$ cat src/core/i2cs_pkg.sv
`default_nettype none

package i2cs_pkg;

  // control register field positions
  localparam int CTL_OV_BIT   = 6;
  localparam int CTL_EN_BIT   = 5;
  localparam int CTL_CKP_BIT  = 4;
  localparam int CTL_MODE_MSB = 3;

  // mode field encodings
  localparam logic [3:0] MODE_SLV7     = 4'h6;
  localparam logic [3:0] MODE_SLV10    = 4'h7;
  localparam logic [3:0] MODE_FW_MST   = 4'hb;
  localparam logic [3:0] MODE_SLV7_SS  = 4'he;
  localparam logic [3:0] MODE_SLV10_SS = 4'hf;

  // values after reset
  localparam logic [3:0] MODE_RST = 4'h0;
  localparam logic [7:0] ADDR_RST = 8'h00;
  localparam logic [7:0] BUF_RST  = 8'h00;

  // bit counts and address patterns
  localparam logic [3:0] BYTE_BITS   = 4'h8;
  localparam logic [3:0] BYTE_LAST   = 4'h7;
  localparam logic [3:0] BYTE_END    = 4'h9;
  localparam logic [4:0] TEN_HDR     = 5'h1e;
  localparam int         TEN_HDR_LSB = 3;

  // slave sequencer states, one-hot
  typedef enum logic [4:0] {
    ST_IDLE  = 5'b00001,
    ST_RX    = 5'b00010,
    ST_ACK   = 5'b00100,
    ST_TX    = 5'b01000,
    ST_TXACK = 5'b10000
  } i2cs_state_t;

  // read-only status word
  typedef struct packed {
    logic stop;
    logic start;
    logic data_na;
    logic rw;
    logic ua;
    logic bf;
  } i2cs_status_t;

  // software write strobes with data
  typedef struct packed {
    logic       wr;
    logic [7:0] data;
  } i2cs_wr_t;

endpackage

`default_nettype wire

$ cat src/core/i2cs_slave_port.sv
// Contract
// a master sending high that sees low on SDA while SCL high stops driving SDA
// a master that lost arbitration may clock only to the end of that byte; the code cuts its SCL drive on the ninth SCL fall counted from the loss
// a master-slave that lost arbitration is at once a slave receiver; the sequencer runs only in slave modes, held idle in MODE_FW_MST
// each party holds SCL low until its own low time ends; longest wins
// after SCL rises, the first party done with its high time pulls SCL low
// all slave behaviour but general call, 7-bit and 10-bit addressing
// the port works only while the enable bit (control bit 5) is set
// mode field bits 3..0 picks 7/10-bit slave, either with start/stop irq, or master
// enabled in an I2C mode, pins set as inputs become open-drain
// status is read-only: start, stop, data/address, update-address, direction
// reception is double-buffered; a whole byte moves to the buffer and raises the flag
// a second byte before the buffer is read sets overflow and is dropped
// software loads the 10-bit high pattern first, then the low address byte
// as slave transmitter the port overrides the input pins with its data
// on match or matched data the port acknowledges and copies the shift register
// buffer full or overflow set: no copy, no acknowledge, flag still set
// reading the buffer clears buffer full; only software clears overflow
// after enable wait for start, then shift eight bits on SCL rising edges
// on the eighth falling edge compare shift bits 7..1 with the own address
// on clean match load buffer, set full, acknowledge; flag at ninth falling edge
// 10-bit address bytes set flag, full, update-address and hold SCL until rewrite
// a matched write address clears the direction bit and fills the buffer
// start is SDA falling with SCL high, stop is SDA rising with SCL high
// software loads the transmit byte, then sets the release bit to free SCL
// SCL and SDA are synchronised before any edge detection
`default_nettype none

module i2cs_slave_port
  import i2cs_pkg::*;
(
  input  wire logic         core_clk,
  input  wire logic         rst,
  input  wire logic         scl_in,
  input  wire logic         sda_in,
  input  wire logic [1:0]   pin_direction_bits,
  input  wire i2cs_wr_t     ctrl_wr,
  input  wire i2cs_wr_t     addr_wr,
  input  wire i2cs_wr_t     buf_wr,
  input  wire logic         buf_rd,
  input  wire logic         int_clr,
  input  wire logic         master_tx,
  output logic [7:0]        port_control_reg,
  output i2cs_status_t      port_status_reg,
  output logic [7:0]        rx_tx_buffer,
  output logic [7:0]        own_address_reg,
  output logic              port_interrupt_flag,
  output logic              arb_lost,
  output logic              scl_out,
  output logic              scl_oe,
  output logic              sda_out,
  output logic              sda_oe
);

  // mode decoding shared by the sequencer and the pin drivers
  function automatic logic mode_is_slave(input logic [3:0] m);
    mode_is_slave = (m == MODE_SLV7) || (m == MODE_SLV10) || (m == MODE_SLV7_SS) || (m == MODE_SLV10_SS);
  endfunction

  function automatic logic mode_is_ten(input logic [3:0] m);
    mode_is_ten = (m == MODE_SLV10) || (m == MODE_SLV10_SS);
  endfunction

  function automatic logic mode_ss_irq(input logic [3:0] m);
    mode_ss_irq = (m == MODE_SLV7_SS) || (m == MODE_SLV10_SS) || (m == MODE_FW_MST);
  endfunction

  logic        scl_s1, scl_s2, scl_p;
  logic        sda_s1, sda_s2, sda_p;
  logic        en_q, ckp_q, ov_q;
  logic [3:0]  mode_q;
  i2cs_state_t state_q;
  logic [3:0]  bitcnt_q;
  logic [7:0]  sr_q, buf_q, addr_q;
  logic        bf_q, ua_q, rw_q, dna_q, start_q, stop_q, irq_q;
  logic        addr_phase_q, ten_hi_ok_q, ten_full_q, tx_q, ack_q, hold_q;
  logic        arb_q, mkill_q;
  logic [3:0]  mfall_q;
  logic        sda_oe_q, scl_oe_q;

  // two flops per pin before use, a third stage for edges
  always_ff @(posedge core_clk) begin
    if (rst) begin
      scl_s1 <= 1'b1;
      scl_s2 <= 1'b1;
      scl_p  <= 1'b1;
      sda_s1 <= 1'b1;
      sda_s2 <= 1'b1;
      sda_p  <= 1'b1;
    end else begin
      scl_s1 <= scl_in;
      scl_s2 <= scl_s1;
      scl_p  <= scl_s2;
      sda_s1 <= sda_in;
      sda_s2 <= sda_s1;
      sda_p  <= sda_s2;
    end
  end

  logic scl_rise, scl_fall, start_det, stop_det, slave_on, i2c_on, is_ten;
  assign scl_rise  = scl_s2 & ~scl_p;
  assign scl_fall  = ~scl_s2 & scl_p;
  assign start_det = scl_s2 & scl_p & sda_p & ~sda_s2;
  assign stop_det  = scl_s2 & scl_p & ~sda_p & sda_s2;
  assign i2c_on    = en_q & (mode_is_slave(mode_q) | (mode_q == MODE_FW_MST));
  assign slave_on  = en_q & mode_is_slave(mode_q);
  assign is_ten    = mode_is_ten(mode_q);

  // address match and byte-end decisions
  logic byte_done, seven_hit, ten_hi, ten_lo, hit, blocked, accept, go_tx, need_ua, ovf_evt;
  assign byte_done = (state_q == ST_RX) & scl_fall & (bitcnt_q == BYTE_BITS);
  assign seven_hit = sr_q[7:1] == addr_q[7:1];
  assign ten_hi    = is_ten & ~ten_hi_ok_q & (sr_q[7:TEN_HDR_LSB] == TEN_HDR) & seven_hit
                     & (~sr_q[0] | ten_full_q);
  assign ten_lo    = is_ten & ten_hi_ok_q & (sr_q == addr_q);
  assign hit       = ~addr_phase_q | (is_ten ? (ten_hi | ten_lo) : seven_hit);
  assign blocked   = bf_q | ov_q;
  assign accept    = byte_done & hit & ~blocked;
  assign go_tx     = addr_phase_q & sr_q[0] & (~is_ten | ten_hi);
  assign need_ua   = addr_phase_q & is_ten & ~go_tx;
  assign ovf_evt   = byte_done & hit & bf_q;

  logic tx_hold_evt, byte_irq_evt, ss_irq_evt;
  assign tx_hold_evt  = scl_fall & (((state_q == ST_ACK) & tx_q) | (state_q == ST_TXACK));
  assign byte_irq_evt = scl_fall & ((state_q == ST_ACK) | (state_q == ST_TXACK));
  assign ss_irq_evt   = i2c_on & mode_ss_irq(mode_q) & (start_det | stop_det);

  // control word; hardware sets of overflow beat a software write
  always_ff @(posedge core_clk) begin
    if (rst) begin
      en_q   <= 1'b0;
      ckp_q  <= 1'b0;
      ov_q   <= 1'b0;
      mode_q <= MODE_RST;
    end else begin
      if (ctrl_wr.wr) begin
        en_q   <= ctrl_wr.data[CTL_EN_BIT];
        mode_q <= ctrl_wr.data[CTL_MODE_MSB:0];
      end
      if (tx_hold_evt & slave_on)
        ckp_q <= 1'b0;
      else if (ctrl_wr.wr)
        ckp_q <= ctrl_wr.data[CTL_CKP_BIT];
      ov_q <= (ovf_evt & slave_on) | (ctrl_wr.wr ? ctrl_wr.data[CTL_OV_BIT] : ov_q);
    end
  end

  // slave sequencer: shift, compare, acknowledge, transmit
  always_ff @(posedge core_clk) begin
    if (rst || !slave_on) begin
      state_q      <= ST_IDLE;
      bitcnt_q     <= 4'h0;
      sr_q         <= 8'h00;
      addr_phase_q <= 1'b0;
      ten_hi_ok_q  <= 1'b0;
      ten_full_q   <= 1'b0;
      tx_q         <= 1'b0;
      ack_q        <= 1'b0;
      hold_q       <= 1'b0;
      rw_q         <= 1'b0;
      dna_q        <= 1'b0;
    end else if (start_det) begin
      state_q      <= ST_RX;
      bitcnt_q     <= 4'h0;
      addr_phase_q <= 1'b1;
      ten_hi_ok_q  <= 1'b0;
      tx_q         <= 1'b0;
      ack_q        <= 1'b0;
      hold_q       <= 1'b0;
    end else if (stop_det) begin
      state_q     <= ST_IDLE;
      ten_hi_ok_q <= 1'b0;
      ten_full_q  <= 1'b0;
      tx_q        <= 1'b0;
      ack_q       <= 1'b0;
      hold_q      <= 1'b0;
    end else begin
      // software releases a held clock; a new hold below takes precedence
      if (addr_wr.wr && !tx_q)
        hold_q <= 1'b0;
      if (ctrl_wr.wr && ctrl_wr.data[CTL_CKP_BIT] && tx_q)
        hold_q <= 1'b0;
      case (state_q)
        ST_RX: begin
          if (scl_rise && bitcnt_q < BYTE_BITS) begin
            sr_q     <= {sr_q[6:0], sda_s2};
            bitcnt_q <= bitcnt_q + 4'h1;
          end
          if (byte_done) begin
            if (hit) begin
              state_q <= ST_ACK;
              ack_q   <= ~blocked;
              dna_q   <= ~addr_phase_q;
              if (addr_phase_q && (!is_ten || ten_hi))
                rw_q <= sr_q[0];
              if (addr_phase_q) begin
                addr_phase_q <= ten_hi & ~sr_q[0];
                ten_hi_ok_q  <= ten_hi & ~sr_q[0];
                tx_q         <= go_tx;
              end
              if (ten_lo)
                ten_full_q <= 1'b1;
            end else begin
              state_q <= ST_IDLE;  // not addressed: wait for the next start
            end
          end
        end
        ST_ACK: begin
          if (scl_fall) begin
            ack_q    <= 1'b0;
            bitcnt_q <= 4'h0;
            if (tx_q) begin
              state_q <= ST_TX;
              hold_q  <= 1'b1;  // stretch until data is loaded and the release bit is set
            end else begin
              state_q <= ST_RX;
              hold_q  <= ua_q;
            end
          end
        end
        ST_TX: begin
          if (buf_wr.wr && hold_q)
            sr_q <= buf_wr.data;
          else if (scl_fall && !hold_q) begin
            sr_q     <= {sr_q[6:0], 1'b1};
            bitcnt_q <= bitcnt_q + 4'h1;
            if (bitcnt_q == BYTE_LAST)
              state_q <= ST_TXACK;
          end
        end
        ST_TXACK: begin
          if (scl_rise && sda_s2) begin
            state_q <= ST_IDLE;  // master did not acknowledge: transfer over
            tx_q    <= 1'b0;
            rw_q    <= 1'b0;
          end else if (scl_fall) begin
            state_q  <= ST_TX;
            bitcnt_q <= 4'h0;
            hold_q   <= 1'b1;
          end
        end
        default: begin
          state_q <= ST_IDLE;
        end
      endcase
    end
  end

  // buffer and flags; each hardware set wins over a same-cycle software clear
  always_ff @(posedge core_clk) begin
    if (rst) begin
      buf_q   <= BUF_RST;
      addr_q  <= ADDR_RST;
      bf_q    <= 1'b0;
      ua_q    <= 1'b0;
      irq_q   <= 1'b0;
      start_q <= 1'b0;
      stop_q  <= 1'b0;
    end else begin
      if (addr_wr.wr)
        addr_q <= addr_wr.data;
      if (accept && slave_on)
        buf_q <= sr_q;
      else if (buf_wr.wr)
        buf_q <= buf_wr.data;
      bf_q  <= (slave_on & accept) | buf_wr.wr | (bf_q & ~buf_rd);
      ua_q  <= (slave_on & accept & need_ua) | (ua_q & ~addr_wr.wr);
      irq_q <= (slave_on & byte_irq_evt) | ss_irq_evt | (irq_q & ~int_clr);
      if (!en_q) begin
        start_q <= 1'b0;
        stop_q  <= 1'b0;
      end else if (start_det) begin
        start_q <= 1'b1;
        stop_q  <= 1'b0;
      end else if (stop_det) begin
        start_q <= 1'b0;
        stop_q  <= 1'b1;
      end
    end
  end

  // arbitration watch for firmware master transmit; slave side runs on regardless
  always_ff @(posedge core_clk) begin
    if (rst || !master_tx || !i2c_on || start_det || stop_det) begin
      arb_q   <= 1'b0;
      mfall_q <= 4'h0;
      mkill_q <= 1'b0;
    end else begin
      if (!arb_q && scl_rise && pin_direction_bits[1] && !sda_s2)
        arb_q <= 1'b1;
      if (arb_q && scl_fall && !mkill_q) begin
        mfall_q <= mfall_q + 4'h1;
        if (mfall_q == BYTE_LAST + 4'h1)
          mkill_q <= 1'b1;
      end
    end
  end

  // open-drain drivers: only ever pull low, never drive high
  always_ff @(posedge core_clk) begin
    if (rst) begin
      sda_oe_q <= 1'b0;
      scl_oe_q <= 1'b0;
    end else begin
      sda_oe_q <= (slave_on & (ack_q | ((state_q == ST_TX) & ~sr_q[7] & (bitcnt_q < BYTE_BITS))))
                  | (i2c_on & ~pin_direction_bits[1] & ~arb_q);
      scl_oe_q <= (slave_on & hold_q)
                  | (i2c_on & ~pin_direction_bits[0] & ~mkill_q);
    end
  end

  // lost arbitration only cuts our drive; the slave sequencer keeps listening in slave modes, held idle in MODE_FW_MST
  assign arb_lost            = arb_q;
  assign sda_oe              = sda_oe_q;
  assign scl_oe              = scl_oe_q;
  assign sda_out             = 1'b0;
  assign scl_out             = 1'b0;
  assign port_control_reg    = {1'b0, ov_q, en_q, ckp_q, mode_q};
  assign port_status_reg     = '{stop: stop_q, start: start_q, data_na: dna_q, rw: rw_q, ua: ua_q, bf: bf_q};
  assign rx_tx_buffer        = buf_q;
  assign own_address_reg     = addr_q;
  assign port_interrupt_flag = irq_q;

  property p_block_no_ack;
    @(posedge core_clk) disable iff (rst) (byte_done && hit && blocked && slave_on) |=> !ack_q;
  endproperty
  a_block_no_ack: assert property (p_block_no_ack) else $error("ack raised while buffer blocked");

  property p_accept_loads;
    @(posedge core_clk) disable iff (rst) (accept && slave_on) |=> (bf_q && buf_q == $past(sr_q) && ack_q);
  endproperty
  a_accept_loads: assert property (p_accept_loads) else $error("accepted byte not buffered");

  property p_overflow_set;
    @(posedge core_clk) disable iff (rst) (ovf_evt && slave_on) |=> ov_q ##1 (ov_q || $past(ctrl_wr.wr));
  endproperty
  a_overflow_set: assert property (p_overflow_set) else $error("overflow not flagged");

  property p_read_clears_bf;
    @(posedge core_clk) disable iff (rst) (buf_rd && !accept && !buf_wr.wr) |=> !bf_q;
  endproperty
  a_read_clears_bf: assert property (p_read_clears_bf) else $error("buffer full survived read");

  property p_disabled_idle;
    @(posedge core_clk) disable iff (rst) (!en_q) [*2] |-> (state_q == ST_IDLE && !sda_oe_q && !start_q);
  endproperty
  a_disabled_idle: assert property (p_disabled_idle) else $error("port active while disabled");

  property p_arb_release;
    @(posedge core_clk) disable iff (rst) arb_q |=> !(sda_oe_q && !ack_q && state_q != ST_TX);
  endproperty
  a_arb_release: assert property (p_arb_release) else $error("sda still driven after arbitration loss");

  property p_ua_holds_scl;
    @(posedge core_clk) disable iff (rst) (hold_q && slave_on && !rst) |=> scl_oe_q;
  endproperty
  a_ua_holds_scl: assert property (p_ua_holds_scl) else $error("clock not stretched while held");

  property p_start_flag;
    @(posedge core_clk) disable iff (rst) (start_det && en_q) |=> (start_q && !stop_q);
  endproperty
  a_start_flag: assert property (p_start_flag) else $error("start not reported");

  property p_shift_count;
    @(posedge core_clk) disable iff (rst)
      (slave_on && state_q == ST_RX && scl_rise && bitcnt_q < BYTE_BITS && !start_det && !stop_det)
      |=> bitcnt_q == $past(bitcnt_q) + 4'h1;
  endproperty
  a_shift_count: assert property (p_shift_count) else $error("bit not counted on rising edge");

  property p_mkill_after_byte;
    @(posedge core_clk) disable iff (rst) mkill_q |-> (arb_q && mfall_q == BYTE_END);
  endproperty
  a_mkill_after_byte: assert property (p_mkill_after_byte) else $error("master clock cut at wrong time");

endmodule

`default_nettype wire
$ cat config.mk
export PLATFORM = sky130hd
export DESIGN_NAME = i2cs_slave_port
export DESIGN_NICKNAME = d
export VERILOG_FILES = /design/src/core/i2cs_pkg.sv /design/src/core/i2cs_slave_port.sv
export SDC_FILE = /design/constraint.sdc
export NUM_CORES = 1
export LEC_CHECK = 0
export BUFFER_PORTS_ARGS = -buffer_cell sky130_fd_sc_hd__buf_2
export CORE_MARGIN = 3
export CORE_UTILIZATION = 54
export DETAILED_ROUTE_END_ITERATION = 8
export GPL_TIMING_DRIVEN = 0
export PLACE_DENSITY = 0.9
export SETUP_SLACK_MARGIN = 0.2
export SYNTH_ARGS = -nofsm -noshare
export SYNTH_HDL_FRONTEND = slang
export SYNTH_SLANG_ARGS = --single-unit
$ cat constraint.sdc
create_clock -name core_clk -period 3 [get_ports core_clk]
set_input_delay 0.3 -clock core_clk [delete_from_list [all_inputs] [get_ports core_clk]]
set_output_delay 0.3 -clock core_clk [all_outputs]
set_load 0.1 [all_outputs]
==> flow_summary_export.csv <==
group,metric,value,unit
power,intPower,1278,uW
power,p_sw_share,30.86,%
floorplanning,die_h,84.30,um
cts,htreeDepth,3,
global_routing,grt_pass1_wl,13680,um
placement,dpl_cell_area,3729,sq um
route,wl_per_cell,15.53,um
floorplanning,die-area,7106,sq um
synth,yosysMostFrequentCell,"dfxtp_1",
critical_path,crit_arrival,2610,ps
final_layout,layout-drive-gt1-share,24.03,%
cts,clockBufferDepth,2,
cts,root_buffer,"clkbuf_8",
placement,dp_hpwl,6251,um
critical_path,endpoint_kind,"register",
sta,worst_clock_skew,9.070,ps
floorplanning,dieWidth,84.30,um
global_routing,antenna_found_initial,0,
critical_path,critical-path-max-stage-delay,380,ps
min_path,hold_path_class,"primary input to register",
power,vdd_drop_max,354.3,uV
cts,cts_resized,0,
min_path,worstHoldPathCells,2,
cts,cts_tree,"yes",
synth,synth_ff_type,"dfxtp_1",
cts,cts_hold_buffers,0,
cts,post_cts_buffers,0,
synth,synth_top_cell_by_area,"dfxtp_1",
synth,synthArstFlopShare,0,%
sta,rsz0062_at_grt,"false",
synth,yosys_warnings,0,
synth,synth_area,3311,sq um
sta,drv_slew,0,
floorplanning,core_area,5709,sq um
global_routing,grt_pass1_vias,2919,
sta,relSlewSlack,43.65,%
critical_path,r2r_cells,7,
synth,synth_cell_types,53,
sta,hold_viol,0,
placement,pre_cts_ws,725.8,ps
final_layout,finalNetCount,497,
sta,setup_viol,0,
sta,fin_crit,2365,ps
floorplanning,ioPinCount,72,
critical_path,crit_chain,"buf_6 -> nor4_1 -> nand4_1 -> a41oi_2 -> nand4_2 -> clkbuf_1 -> a211oi_1",
route,drt_iter0_markers,297,
final_layout,syn_to_final_growth,17.27,%
power,combinationalPowerShare,15.5,%
critical_path,cp-start-kind,"register",
critical_path,rr_startpoint,"state_q[2]$_SDFFE_PP0P_",
cts,clk_pin_slew,70,ps
critical_path,path_class,"register to register",
route,drtAntennaViolNets,0,
synth,yosysTopAreaCellShare,40.51,%
synth,syn_avg_cell_area,8.712,sq um
critical_path,cp_max_fo,10,
sta,tightest_slew,842.1,ps
final_layout,diodes,0,
sta,fin_tns_setup,0,ps
cts,cts.sinks,67,
power,fin_total_pwr,1848,uW
global_routing,grt_max_degree,11,
route,drt-pass1-iter-count,5,
critical_path,crit_required,3240,ps
global_routing,track_usage,23.77,%
critical_path,crit_slowest_cell,"nor4_1",
floorplanning,rows,27,
job,max_cap_viol_count,0,
power,leakagePower,0.001616,uW
floorplanning,start_util,57.99,%
synth,ys_top_cells_by_count,"67 x dfxtp_1, 58 x nor2_1, 34 x mux2i_1",
synth,synth-edff-count,0,
synth,seq_area_frac_synth,40.51,%
critical_path,critPathLaunch,"state_q[2]$_SDFFE_PP0P_",
global_routing,overflow,0,
sta,finalCritPeriodShare,78.84,%
route,drt_wl_total,8294,um
power,seq_power_share,50.5,%
final_layout,stdcell_area,3882,sq um
route,remaining_drc_errors,0,
synth,synthCells,380,
placement,portBuffers,64,
placement,finalWeightedCongestion,0.9841,
synth,synth_area_leaders,"dfxtp_1 41%, mux2i_1 10%, nor2_1 6.6%, a211oi_1 3.9%, a21oi_1 3.5%",
cts,clkLatencyLatePin,350,ps
sta,fmax,0.4228,GHz
sta,timing.final.ws_setup,634.7,ps
status,status,"finished clean",
synth,ys_seq_elements,67,
power,clkPwrFrac,34.0,%
route,vias_per_cell,5.783,
power,powerDensity,475.9,nW/um^2
route,vias,3088,
min_path,hp-start,"scl_in",
cts,cts_inserted_buffers,9,
power,p_sw,570.1,uW
[cell type report]
class	instances	area, sq um
multi-input combinational	273	1754
sequential	67	1341
timing repair buffer	64	320.3
clock buffer	13	138.9
buffer	28	170.2
inverter	14	52.55
fill	470	1827
clock inverter	3	15.01
tap	72	90.09
[worst max-delay path, delay by kind of cell, from the launching register on]
family	cells	cell delay, ps
simple gates	3	900
compound gates	2	610
buf+inv	2	440
flops	1	310
[worst paths after layout]
path / endpoint / slack, ps
worst max-delay path: rx_tx_buffer[7]$_SDFFE_PP0P_ / 630
worst min-delay path: scl_s1$_SDFF_PP1_ / 130
worst max register to register: rx_tx_buffer[7]$_SDFFE_PP0P_ / 630
worst min register to register: sda_s2$_SDFF_PP1_ / 410
[placed cells by master, fill, tap and decap left out, types with 3 or more instances in the layout]
cell type	synthesis	routed
a2111o_1	3	3
a211oi_1	17	17
a21oi_1	23	23
a31oi_1	3	3
and3_1	5	5
buf_2	4	68
buf_4	12	12
clkbuf_1	10	14
clkbuf_8	0	9
clkinv_2	0	3
conb_1	1	3
dfxtp_1	67	67
ha_1	4	4
inv_1	14	14
mux2i_1	34	34
nand2_1	20	20
nand2b_1	9	9
nand3_1	9	9
nand4_1	5	5
nor2_1	58	58
nor2b_1	3	3
nor3_1	10	10
nor4_1	5	5
o21ai_0	7	7
or2_2	9	9
xnor2_1	12	12
xor2_1	4	4
[cell families after synthesis]
group           count (synthesis)  synth area share (%)
simple gates                  145                 21.81
xor+xnor                       16                 4.233
other cells                     1                0.1133
fa+ha+maj                       4                 1.512
buf+inv                        42                 6.727
compound gates                 71                 14.82
flops                          67                 40.51
mux                            34                 10.28
[power by group through the flow]
stage	Clock [uW]	Sequential, uW	Combinational, uW
2_1_floorplan	0	1060	114
3_3_place_gp	0	951	281
3_5_place_dp	0	952	285
4_1_cts	633	932	286
5_1_grt	680	935	300
6_report	628	933	287
[routing by layer]
layer	routed length (um)	track usage (%)	vias to the layer above
met4	203	9.357	0
li1	-	-	1481
met1	3552	29.17	1438
met5	0	0	-
met3	587	6.477	26
met2	3951	39.53	143
[through the flow]
step / cells / utilization [%] / hold slack (ps)
global placement: 518 / 65.31 / 392.2
floorplan: 382 / - / 389.5
finish: 534 / 68.00 / 134.0
detailed placement: 518 / 65.31 / 395.2
CTS: 534 / 68.00 / 124.6
global route: 534 / 68.00 / 125.0
Power figures use the tool's default switching activity.
